**src/rtl/dram_mux_cfg.svh**
```systemverilog
`ifndef DRAM_MUX_CFG_SVH
`define DRAM_MUX_CFG_SVH

// ****************************************
// Address layout
// ****************************************
`define ADDR_W        16
`define MUX_W         7
`define ROW_LO        0
`define COL_LO_4K     6
`define COL_LO_16K    7
`define ROW_BITS_4K   6
`define ROW_BITS_16K  7
`define ROWS_4K       8'h40
`define ROWS_16K      8'h80

// ****************************************
// Timing
// ****************************************
`define CLK_PERIOD_NS   4
`define MIN_PRECHARGE_NS 105
`define PRECHARGE_CYC   ((`MIN_PRECHARGE_NS + `CLK_PERIOD_NS - 1) / `CLK_PERIOD_NS)
`define REFRESH_MS      2
`define FETCH_GAP_T     19
`define RCD_CYC         2
`define CYC_W           6

`endif

```
**src/rtl/dram_mux_pkg.sv**
```systemverilog
package dram_mux_pkg;
  // Controller sequencing states
  typedef enum logic [5:0] {
    ST_IDLE  = 6'h01,
    ST_ROW   = 6'h02,
    ST_COL   = 6'h04,
    ST_CAS   = 6'h08,
    ST_REFR  = 6'h10,
    ST_PRE   = 6'h20
  } ctl_state_t;

  // Processor request source states
  typedef enum logic [3:0] {
    HS_IDLE = 4'h1,
    HS_REQ  = 4'h2,
    HS_GAP  = 4'h4,
    HS_WAIT = 4'h8
  } host_state_t;
endpackage : dram_mux_pkg

```
**src/rtl/dram_bus_if.sv**
```systemverilog
`timescale 1ns/10ps
`include "dram_mux_cfg.svh"

// Processor bus side plus the shared DRAM pins
interface dram_bus_if;
  logic [`ADDR_W-1:0] addr;
  logic               memory_request_n;
  logic               refresh_indicator_n;
  logic               write_n;
  logic [`MUX_W-1:0]  mux_addr;
  logic               row_strobe_n;
  logic               col_strobe_n;
  logic               mem_write_n;
  logic               select_n;

  modport ctrl (
    input  addr, memory_request_n, refresh_indicator_n, write_n,
    output mux_addr, row_strobe_n, col_strobe_n, mem_write_n, select_n
  );
  modport cpu (
    output addr, memory_request_n, refresh_indicator_n, write_n,
    input  mux_addr, row_strobe_n, col_strobe_n, mem_write_n, select_n
  );
endinterface : dram_bus_if

```
**src/rtl/dram_ctrl.sv**
```systemverilog
`timescale 1ns/10ps
`include "dram_mux_cfg.svh"

// How it works
// - Processor flags refresh and row each fetch
// - Processor advances refresh row after each refresh
// - 64 rows for 4K, 128 for 16K
// - Split address into equal row/column groups
// - Row group from lowest bits, row strobe
// - Column group from next bits, column strobe
// - Refresh routes row side of multiplexer
// - Processor drives row address with request
// - Refresh strobes row only, within 2 ms
// - Cycling a row refreshes all its cells
// - Processor fetch gap at most 19 states
// - No own refresh counter; address multiplexer is built in
// - Select pin: chip select or bit six
// - Stretch row strobe precharge after release
// - Cycle type from column and write strobes
module dram_ctrl (
  input  wire logic    clk,         // 250 MHz clock
  input  wire logic    sys_rst,     // Async reset, active high
  input  wire logic    big_dev,     // 1 for 16K parts, 0 for 4K
  input  wire logic    chip_en,     // Chip select for 4K parts
  output logic         busy,        // Memory cycle in progress
  output logic         in_refresh,  // Refresh cycle in progress
  dram_bus_if.ctrl     bus          // Processor and DRAM pins
);
  typedef struct packed {
    dram_mux_pkg::ctl_state_t st;
    logic [`CYC_W-1:0]        cnt;
    logic                     req_s1;
    logic                     req_s2;
    logic                     refresh_indicator_n_s1;
    logic                     refresh_indicator_n_s2;
    logic                     wr_s1;
    logic                     wr_s2;
    logic                     refr;
    logic                     ras_n;
    logic                     cas_n;
    logic                     we_n;
    logic                     col_sel;
    logic                     sel_n;
    logic [`MUX_W-1:0]        mux;
  } ctl_regs_t;

  ctl_regs_t         cur_ff;
  ctl_regs_t         nxt_cur;
  logic [`MUX_W-1:0] grp;

  // ****************************************
  // Address multiplexer
  // ****************************************
  addr_split u_split (
    .addr    (bus.addr),
    .big_dev (big_dev),
    .col_sel (nxt_cur.col_sel),
    .grp     (grp)
  );

  // ****************************************
  // Sequencer
  // ****************************************
  // Pin inputs pass two flops; address is stable before request so not synced
  always_comb begin
    nxt_cur         = cur_ff;
    nxt_cur.req_s1  = ~bus.memory_request_n;
    nxt_cur.req_s2  = cur_ff.req_s1;
    nxt_cur.refresh_indicator_n_s1 = ~bus.refresh_indicator_n;
    nxt_cur.refresh_indicator_n_s2 = cur_ff.refresh_indicator_n_s1;
    nxt_cur.wr_s1   = ~bus.write_n;
    nxt_cur.wr_s2   = cur_ff.wr_s1;
    case (cur_ff.st)
      dram_mux_pkg::ST_IDLE: begin
        nxt_cur.col_sel = 1'b0;
        if (cur_ff.req_s2) begin
          // Refresh uses the processor row address, no local counter
          nxt_cur.refr  = cur_ff.refresh_indicator_n_s2;
          nxt_cur.ras_n = 1'b0;
          nxt_cur.cnt   = `CYC_W'(`RCD_CYC);
          nxt_cur.st    = cur_ff.refresh_indicator_n_s2 ? dram_mux_pkg::ST_REFR
                                         : dram_mux_pkg::ST_ROW;
        end
      end
      dram_mux_pkg::ST_ROW: begin
        // Hold row address past the strobe before switching
        if (cur_ff.cnt == `CYC_W'(1)) begin
          nxt_cur.col_sel = 1'b1;
          nxt_cur.st      = dram_mux_pkg::ST_COL;
        end else begin
          nxt_cur.cnt = cur_ff.cnt - `CYC_W'(1);
        end
      end
      dram_mux_pkg::ST_COL: begin
        nxt_cur.cas_n = 1'b0;
        nxt_cur.st    = dram_mux_pkg::ST_CAS;
      end
      dram_mux_pkg::ST_CAS: begin
        // Write follows the processor strobe: delayed write, one cycle after the column strobe
        nxt_cur.we_n = ~cur_ff.wr_s2;
        if (!cur_ff.req_s2) begin
          nxt_cur.ras_n   = 1'b1;
          nxt_cur.cas_n   = 1'b1;
          nxt_cur.we_n    = 1'b1;
          nxt_cur.col_sel = 1'b0;
          nxt_cur.cnt     = `CYC_W'(`PRECHARGE_CYC);
          nxt_cur.st      = dram_mux_pkg::ST_PRE;
        end
      end
      dram_mux_pkg::ST_REFR: begin
        // Row only; column strobe stays high, mux stays on row side
        nxt_cur.cas_n   = 1'b1;
        nxt_cur.col_sel = 1'b0;
        if (!cur_ff.req_s2) begin
          nxt_cur.ras_n = 1'b1;
          nxt_cur.cnt   = `CYC_W'(`PRECHARGE_CYC);
          nxt_cur.st    = dram_mux_pkg::ST_PRE;
        end
      end
      dram_mux_pkg::ST_PRE: begin
        // Short request gap would violate precharge, so hold row high
        if (cur_ff.cnt == `CYC_W'(1)) begin
          nxt_cur.refr = 1'b0;
          nxt_cur.st   = dram_mux_pkg::ST_IDLE;
        end else begin
          nxt_cur.cnt = cur_ff.cnt - `CYC_W'(1);
        end
      end
      default: begin
        nxt_cur.st    = dram_mux_pkg::ST_IDLE;
        nxt_cur.ras_n = 1'b1;
        nxt_cur.cas_n = 1'b1;
        nxt_cur.we_n  = 1'b1;
      end
    endcase
    nxt_cur.mux = grp;
    // Pin 13 is chip select on 4K parts, address bit six on 16K parts
    nxt_cur.sel_n = big_dev ? grp[`MUX_W-1] : ~chip_en;
  end

  // State register
  always_ff @(posedge clk or posedge sys_rst) begin
    if (sys_rst) begin
      cur_ff <= '{st: dram_mux_pkg::ST_IDLE, cnt: '0, req_s1: 1'b0, req_s2: 1'b0,
                  refresh_indicator_n_s1: 1'b0, refresh_indicator_n_s2: 1'b0, wr_s1: 1'b0, wr_s2: 1'b0,
                  refr: 1'b0, ras_n: 1'b1, cas_n: 1'b1, we_n: 1'b1,
                  col_sel: 1'b0, sel_n: 1'b1, mux: '0};
    end else begin
      cur_ff <= nxt_cur;
    end
  end

  // Outputs straight from flops; busy decoded from the state flops
  assign bus.mux_addr     = cur_ff.mux;
  assign bus.row_strobe_n = cur_ff.ras_n;
  assign bus.col_strobe_n = cur_ff.cas_n;
  assign bus.mem_write_n  = cur_ff.we_n;
  assign bus.select_n     = cur_ff.sel_n;
  assign busy             = (cur_ff.st != dram_mux_pkg::ST_IDLE);
  assign in_refresh       = cur_ff.refr;
endmodule : dram_ctrl

```
**src/rtl/addr_split.sv**
```systemverilog
`timescale 1ns/10ps
`include "dram_mux_cfg.svh"

// ****************************************
// Row/column address selector
// ****************************************
module addr_split (
  input  wire logic [`ADDR_W-1:0] addr,        // Processor address
  input  wire logic               big_dev,     // 1 selects 16K parts
  input  wire logic               col_sel,     // 1 drives column group
  output logic      [`MUX_W-1:0]  grp          // Selected group
);
  logic [`MUX_W-1:0] row_g;
  logic [`MUX_W-1:0] col_g;

  // Group extraction per device size
  always_comb begin
    row_g = addr[`ROW_LO +: `MUX_W];
    if (big_dev) begin
      col_g = addr[`COL_LO_16K +: `MUX_W];
    end else begin
      col_g = {1'b0, addr[`COL_LO_4K +: `ROW_BITS_4K]};
      row_g[`MUX_W-1] = 1'b0;
    end
    grp = col_sel ? col_g : row_g;
  end
endmodule : addr_split

```
**src/flat_wrapper.sv**
```systemverilog
// flat-port wrapper written by rule: the top's interface ports become plain ports
module dram_ctrl_flat 
  (clk, sys_rst, big_dev, chip_en, busy, in_refresh, bus_addr, bus_memory_request_n, bus_refresh_indicator_n, bus_write_n, bus_mux_addr, bus_row_strobe_n, bus_col_strobe_n, bus_mem_write_n, bus_select_n);
  dram_bus_if bus_i ();
  input  wire logic clk;
  input  wire logic sys_rst;
  input  wire logic big_dev;
  input  wire logic chip_en;
  output logic busy;
  output logic in_refresh;
  input wire logic [$bits(bus_i.addr)-1:0] bus_addr;
  input wire logic [$bits(bus_i.memory_request_n)-1:0] bus_memory_request_n;
  input wire logic [$bits(bus_i.refresh_indicator_n)-1:0] bus_refresh_indicator_n;
  input wire logic [$bits(bus_i.write_n)-1:0] bus_write_n;
  output wire logic [$bits(bus_i.mux_addr)-1:0] bus_mux_addr;
  output wire logic [$bits(bus_i.row_strobe_n)-1:0] bus_row_strobe_n;
  output wire logic [$bits(bus_i.col_strobe_n)-1:0] bus_col_strobe_n;
  output wire logic [$bits(bus_i.mem_write_n)-1:0] bus_mem_write_n;
  output wire logic [$bits(bus_i.select_n)-1:0] bus_select_n;
  assign bus_i.addr = bus_addr;
  assign bus_i.memory_request_n = bus_memory_request_n;
  assign bus_i.refresh_indicator_n = bus_refresh_indicator_n;
  assign bus_i.write_n = bus_write_n;
  assign bus_mux_addr = bus_i.mux_addr;
  assign bus_row_strobe_n = bus_i.row_strobe_n;
  assign bus_col_strobe_n = bus_i.col_strobe_n;
  assign bus_mem_write_n = bus_i.mem_write_n;
  assign bus_select_n = bus_i.select_n;
  dram_ctrl u_core (.clk(clk), .sys_rst(sys_rst), .big_dev(big_dev), .chip_en(chip_en), .busy(busy), .in_refresh(in_refresh), .bus(bus_i));
endmodule
```
**config.mk**
```make
export PLATFORM = sky130hd
export DESIGN_NAME = dram_ctrl_flat
export DESIGN_NICKNAME = d
export VERILOG_FILES = /design/src/rtl/dram_mux_pkg.sv /design/src/rtl/dram_bus_if.sv /design/src/rtl/dram_ctrl.sv /design/src/rtl/addr_split.sv /design/src/flat_wrapper.sv
export VERILOG_INCLUDE_DIRS = /design/src /design/src/rtl
export SDC_FILE = /design/constraint.sdc
export NUM_CORES = 1
export LEC_CHECK = 0
export BUFFER_PORTS_ARGS = -buffer_cell sky130_fd_sc_hd__buf_2
export CAP_MARGIN = 15
export CORE_MARGIN = 2
export CORE_UTILIZATION = 35
export DETAILED_ROUTE_END_ITERATION = 8
export GPL_ROUTABILITY_DRIVEN = 0
export SLEW_MARGIN = 20
export SYNTH_ARGS = -nofsm -noshare
export SYNTH_HDL_FRONTEND = slang
export SYNTH_HIERARCHICAL = 1
export SYNTH_SLANG_ARGS = --single-unit
```
**constraint.sdc**
```tcl
create_clock -name clk -period 4.3 [get_ports clk]
set_clock_uncertainty 0.15 [all_clocks]
set_input_delay 0.86 -clock clk [delete_from_list [all_inputs] [get_ports clk]]
set_output_delay 0.86 -clock clk [all_outputs]
set_load 0.01 [all_outputs]
```
Word level (Yosys, flattened, before mapping)
Index checks and enable logic that the tools add are counted.
Widths: inputs -> output; s select.
- add/subtract/negate cells: 1
- equal/unequal tests: 15
- mux-type cells: 22
- bitwise operators: 7
- reduce and logical (&&, ||, !) cells: 13
- operator list (cell ; number):
    $pmux 6 s5 ; 1
    $mux 12 ; 2
    $mux 6 ; 3
    $pmux 6 s3 ; 1
    $mux 7 ; 2
    $eq 6x1->1 const B ; 2
    $reduce_and 4->1 ; 3
    $ne 2x2->1 const B ; 4
    $not 1->1 ; 7
    $eq 6x2->1 const B ; 1
    $eq 6x3->1 const B ; 1
    $eq 6x4->1 const B ; 1
    $eq 6x5->1 const B ; 1
    $eq 6x6->1 const B ; 1
    $ne 2x1->1 const B ; 3
    $ne 6x1->1 const B ; 1
    $pmux 1 s3 ; 2
    $reduce_or 2->1 ; 3
    $reduce_or 3->1 ; 2
    $sub 6x1->6 const B ; 1
    $mux 1 ; 5
    $mux 5 ; 1
    $reduce_or 5->1 ; 1
    $mux 4 ; 1
    7 further kinds ; 8
- flip-flop bits (word level): 31
- input port bits: 23
- output and inout port bits: 13
- word-level logic and storage cells: 73

Depth between registers and ports, before layout
Gate-level depths: netlist of the first run.
- word-level depth: 5
- gate-level depth with buffers: 11
- gate-level depth less buffers: 11

By module
Netlist of the first run, hierarchy kept.
- by module, submodules not included (module ; times used ; cells an instance ; area an instance (sq um) ; sequential area each (sq um)):
    dram_ctrl ; 1 ; 146 ; 1537.7 ; 782.0
    addr_split ; 1 ; 22 ; 151.4 ; 0.0

Worst setup path before layout of the first run
Ideal clock, no wire load.
- path type: reg2reg
- from: register u_core/cur_ff[25] (netlist bit)
- to: register u_core.cur_ff (netlist bit u_core/bus.select_n)
- library setup time: 0.084 ns
- arrival: 2.637 ns
- required time: 4.066 ns
- path slack: 1.429 ns
- stages on the path, launching flop included: 11
- buffers on the path: 1
- period minus slack after synthesis: 2.871 ns
- cells stage by stage: dfstp_2 -> buf_2 -> nor4b_1 -> nand2_1 -> o221ai_1 -> nand2_1 -> a21oi_1 -> mux2i_1 -> nor2b_1 -> nand2_1 -> o21ai_0
- RTL lines (what ; RTL line ; text):
    from (decl) ; dram_ctrl.sv:47 ; ctl_regs_t cur_ff;
    from (signal assigned) ; dram_ctrl.sv:144 ; cur_ff <= '{st: dram_mux_pkg::ST_IDLE, cnt: '0, req_s1: 1'b0, req_s2: 1'b0,
    from (signal assigned) ; dram_ctrl.sv:149 ; cur_ff <= nxt_cur;

==> impl_metrics.yaml, run 1 <==
timing:
  hold_viol: 0
  setup-violations-final: 0
  fin_ws_ns: 1.224
  max-slew-margin-rel_pct: 56.33
  rsz0062_at_grt: "no"
  fin_crit_sh_pct: 71.54
  fmax_mhz: 325.1
  finalSetupTns_ns: 0
  fin_crit_ns: 3.076
  worstMarginPinSlew_ns: 0.6459
  maxSlewViolCount: 0
status:
  outcome: "finished, final reports clean"
setup_path:
  cpMaxStageDelayCell: "o221ai_1"
  path_max_fanout: 14
  required_ns: 4.35
  r2r_start: "u_core/cur_ff[29]$_DFFE_PP0P_"
  end_kind: "flip-flop"
  crit_type: "flip-flop to flip-flop"
  slowest_delay_ns: 0.49
  path_cells: "or3_4, or3_4, o221ai_1, nand2_1, a21oi_1, buf_4, mux2i_1, nor2b_1, nand2_1, o21ai_0"
  start_kind: "flip-flop"
  cp_num_buf_inv: 1
  cp_top_family: "simple AND/OR/NAND/NOR gates"
  cp.arrival_ns: 3.13
  worstSetupStartpoint: "u_core/cur_ff[29]$_DFFE_PP0P_"
synth:
  post-synth-top-area-cell: "dfrtp_1"
  synth_fp_nets: 193
  synth_top_cells_by_count: "26 x dfrtp_1, 17 x nor2_1, 12 x a21oi_1, 12 x nand2_1, 9 x inv_1"
  synth_edf_count: 0
  yosysSeqAreaShare_pct: 46.30
  synthFlopType: "dfrtp_1"
  synthCells: 168
  async_flop_share_pct: 100.0
  yosysMostFrequentCell: "dfrtp_1"
  synth_area_um2: 1689
  synth_cell_type_count: 44
  avgSynthCellArea_um2: 10.05
  yosysTopAreaCellShare_pct: 38.52
  yosys_register_bits: 31
  yosysWarnings: 6
  synth_area_leaders: "dfrtp_1 39%, dfstp_2 7.8%, mux2i_1 4.1%"
cells_and_area:
  fin_cells: 252
  drive_gt1_share_pct: 29.80
  syn2layout_area_growth_pct: 15.26
  utilization_pct: 41.49
  antenna_cells: 0
  nets: 222
drt:
  drt_iter0_drc: 45
  wl_per_cell_um: 13.24
  vias_per_cell: 5.238
  ant_nets: 0
  vias: 1320
  drc: 0
  drt_wl_total_um: 3337
  drtPass1Iterations: 4
hold_path:
  hp-class: "flip-flop to flip-flop"
  min_from: "u_core/cur_ff[18]$_DFF_PP0_"
power_and_ir_drop:
  power_leakage_uw: 0.0009179
  p_int_uw: 731.0
  swShare_pct: 39.19
  irDropWorstVdd_v: 0.0002782
  power_density_nw_per_um2: 617.4
  power.total_uw: 1202
  netSwitchingPower_uw: 471.0
  power_frac_seq_pct: 36.4
  pwr-share-comb_pct: 42.5
  pwr-share-clk_pct: 21.1
grt:
  grt_overflow_total: 0
  grtUsageMet2_pct: 20.63
  busiest_layer: "met2"
  antenna_found_initial: 0
  use_met1_pct: 18.10
  grt_usage_pct: 13.53
  grt_pass1_vias: 1241
  grtUsageMet3_pct: 4.664
  grt_max_degree: 32
  grt_pass1_wl_um: 5692
cts:
  htree_levels: 2
  cts_resized: 0
  cts_buffer_depth: 2
  cts_tree: "yes"
  postCtsSetupRepairBufs: 0
  holdBufCountCts: 0
  clkSinkCount: 31
  clkLatencyLatePin_ns: 0.28
  cts_root_buf: "clkbuf_8"
  clk_pin_slew_ns: 0.07
  tritoncts.num_buffers: 5
die:
  die_height_um: 73.47
  core_area_um2: 4692
  ioPinCount: 36
  rows: 25
  dieWidth_um: 73.47
  die_area_um2: 5398
  start_util_pct: 36.00
place:
  place_inst: 244
  numPortBuffers: 33
  place_ws_ns: 1.206
  hpwl_um: 2363
flow_run:
  cap_viol_max_count: 0
==> sequential cells by signal, indices dropped and copies added, names as in the netlist <==
name,count
u_core/cur_ff,19
u_core/bus.mux_addr,7
u_core/bus.col_strobe_n,1
u_core/bus.mem_write_n,1
u_core/bus.row_strobe_n,1
u_core/bus.select_n,1
u_core/in_refresh,1
==> final timing paths <==
path | to | slack, ns | cells past startpoint
setup / recovery | u_core/bus.select_n$_DFF_PP1_ | 1.22 | 10
hold / removal | u_core/cur_ff[17]$_DFF_PP0_ | 0.20 | 0
setup reg to reg | u_core/bus.select_n$_DFF_PP1_ | 1.22 | 10
hold reg to reg | u_core/cur_ff[17]$_DFF_PP0_ | 0.20 | 0
max in group asynchronous | u_core/cur_ff[25]$_DFFE_PP1P_ | 3.18 | 3
min in group asynchronous | u_core/bus.mux_addr[6]$_DFF_PP0_ | 0.50 | 3
==> kinds of logic (layout without fill, tap and decap cells) <==
| group | after synthesis | in the layout | synth area share (%) |
|---|---|---|---|
| XOR/XNOR | 4 | 4 | 2.074 |
| AO/OA/AOI/OAI | 42 | 42 | 18.59 |
| AND/OR/NAND/NOR | 55 | 55 | 16.96 |
| buffers and inverters | 24 | 54 | 8.443 |
| adder cells (fa/ha/maj) | 2 | 2 | 1.481 |
| flip-flops | 31 | 31 | 46.30 |
| multiplexers | 10 | 10 | 6.148 |
==> stage by stage <==
stage | area [um2] | hold WS, ns
after global routing | 1947 | 0.2043
after global placement | 1843 | 0.1812
after detailed placement | 1843 | 0.1879
final | 1947 | 0.1951
after CTS | 1947 | 0.1987
after floorplan | 1689 | 0.1812
==> metal layers <==
metal | part of all wire [%] | up-vias | wire [um]
li1 | - | 661 | -
met1 | 49 | 625 | 1634
met2 | 45 | 32 | 1494
met3 | 5.9 | 2 | 198
met4 | 0.27 | 0 | 9
met5 | 0 | - | 0
==> cell usage in the layout, fill, tap and decap left out, types with 5 or more instances in the layout <==
cell	netlist	layout
clkbuf_8	0	7
nor2_1	17	17
inv_1	9	9
dfstp_2	5	5
a21oi_1	12	12
o21ai_0	5	5
nand3_1	5	5
buf_2	3	33
nand2_1	12	12
mux2i_1	7	7
dfrtp_1	26	26
==> layout make-up <==
class                           count  area (um2)
Clock buffer                        7       96.34
Clock inverter                      1       7.507
Multi-Input combinational cell    113       764.5
Tap cell                           54       67.56
Timing Repair Buffer               37       195.2
Inverter                            9       33.78
Sequential cell                    31       782.0
Fill cell                         474        2745
==> power groups by stage <==
stage	logic, uW	clock network (uW)	registers (uW)
CTS	511	262	435
finish	511	254	438
global route	568	278	448
global placement	507	0	439
floorplan	435	0	397
detailed placement	509	0	441
Power figures use the tool's default switching activity.
==> run 2: changes to the inputs <==
- clock period: 4.3 -> 2.9 ns (I/O delays scaled with it)
==> impl_metrics.yaml, run 2 (synthesis gave the netlist of run 1 again) <==
cts:
  postCtsSetupRepairBufs: 0
  clk_pin_slew_ns: 0.07
  tritoncts.num_buffers: 5
  cts_resized: 0
  cts_buffer_depth: 2
  htree_levels: 2
  holdBufCountCts: 0
  clkSinkCount: 31
  cts_tree: "yes"
  clkLatencyLatePin_ns: 0.29
  cts_root_buf: "clkbuf_8"
power_and_ir_drop:
  power_leakage_uw: 0.0009396
  irDropWorstVdd_v: 0.0003860
  power_density_nw_per_um2: 914.8
timing:
  fmax_mhz: 397.5
  setup-violations-final: 0
  fin_crit_sh_pct: 86.75
  rsz0062_at_grt: "no"
  max-slew-margin-rel_pct: 63.22
  hold_viol: 0
  fin_crit_ns: 2.516
  maxSlewViolCount: 0
  worstMarginPinSlew_ns: 0.5517
  finalSetupTns_ns: 0
setup_path:
  r2r_start: "u_core/cur_ff[28]$_DFFE_PP0P_"
  end_kind: "flip-flop"
  path_max_fanout: 13
  rrSetupSlack_ns: 0.38
  worstSetupStartpoint: "u_core/cur_ff[28]$_DFFE_PP0P_"
  crit_type: "flip-flop to flip-flop"
  cp.arrival_ns: 2.58
  required_ns: 2.96
  start_kind: "flip-flop"
  r2r-end: "u_core/bus.select_n$_DFF_PP1_"
  reg2reg_depth: 9
die:
  dieWidth_um: 73.47
  core_area_um2: 4692
  die_area_um2: 5398
  ioPinCount: 36
  rows: 25
  start_util_pct: 36.00
  die_height_um: 73.47
drt:
  vias: 1348
  drt_wl_total_um: 3459
  drt_iter0_drc: 38
  vias_per_cell: 5.225
  wl_per_cell_um: 13.41
  drc: 0
  drtPass1Iterations: 4
  ant_nets: 0
grt:
  grt_overflow_total: 0
  grt_pass1_vias: 1310
  antenna_found_initial: 0
  grt_max_degree: 32
  grt_pass1_wl_um: 5885
  grt_usage_pct: 14.15
cells_and_area:
  layout_commonest_cell: "buf_2"
  nets: 228
  syn2layout_area_growth_pct: 17.26
  regMostFlops: "u_core/cur_ff"
  final_cell_mix: "33 x buf_2, 26 x dfrtp_1, 17 x nor2_1"
  largest_register_ffs: 19
  antenna_cells: 0
  stdcell_area_um2: 1981
  drive_gt1_share_pct: 31.86
place:
  hpwl_um: 2455
  dpl-instance-area_um2: 1888
  numPortBuffers: 33
hold_path:
  hp-class: "input pin to asynchronous set/reset pin"
flow_run:
  cap_viol_max_count: 0
status:
  outcome: "finished, final reports clean"
==> run 2: cell types whose count changed in the layout (fill, tap and decap cells not counted) <==
cell        delta
clkbuf_8       -2
inv_6          +1
buf_4          +6
clkinvlp_4     +1
==> run 2: through the flow <==
| stage | util, % | worst slack (ns) | hold WS [ns] | total power, uW | cells |
|---|---|---|---|---|---|
| finish | 42.21 | 0.3843 | 0.1960 | 1812 | 258 |
| global route | 42.21 | 0.2436 | 0.2141 | 1954 | 258 |
| CTS | 42.21 | 0.3611 | 0.2041 | 1822 | 258 |
| detailed placement | 40.24 | 0.3886 | 0.1862 | 1461 | 250 |
| global placement | 40.24 | 0.3866 | 0.1831 | 1458 | 250 |
| floorplan | - | 0.02863 | 0.1812 | 1233 | 168 |
==> run 2: how the worst max path moves through the flow <==
| stage | to | slack (ns) | cells past startpoint |
|---|---|---|---|
| 6_report | u_core/bus.select_n$_DFF_PP1_ | 0.38 | 9 |
| 5_1_grt | u_core/bus.select_n$_DFF_PP1_ | 0.24 | 9 |
| 4_1_cts | u_core/bus.select_n$_DFF_PP1_ | 0.36 | 9 |
| 3_5_place_dp | u_core/bus.select_n$_DFF_PP1_ | 0.39 | 9 |
| 3_3_place_gp | u_core/bus.select_n$_DFF_PP1_ | 0.39 | 9 |
| 2_1_floorplan | u_core/bus.select_n$_DFF_PP1_ | 0.03 | 10 |
==> run 2: cell type report <==
cell class / instances / area (um2)
Fill cell: 461 / 2711
Sequential cell: 31 / 782.0
Multi-Input combinational cell: 113 / 764.5
Timing Repair Buffer: 43 / 240.2
Clock buffer: 5 / 68.82
Tap cell: 54 / 67.56
Inverter: 9 / 33.78
Clock inverter: 3 / 23.77
==> run 2: layer usage <==
layer	share of wire [%]	up-vias	GRT usage (%)
li1	-	676	-
met1	46	622	18.84
met2	47	43	21.73
met3	5.2	7	3.292
met4	2.1	0	6.667
met5	0	-	0
==> run 2: worst max-delay path, cell delays in order, from the launching register on <==
cell,delay (ns)
dfrtp_1,0.38
or3_4,0.41
or3_4,0.46
o221ai_1,0.25
nand2_1,0.13
a21oi_1,0.23
mux2i_1,0.22
nor2b_1,0.08
nand2_1,0.05
o21ai_0,0.08
==> run 2: power breakdown <==
group,total (uW),internal (uW),switching [uW]
Combinational,829,388,441
Clock,355,171,184
Sequential,628,527,101
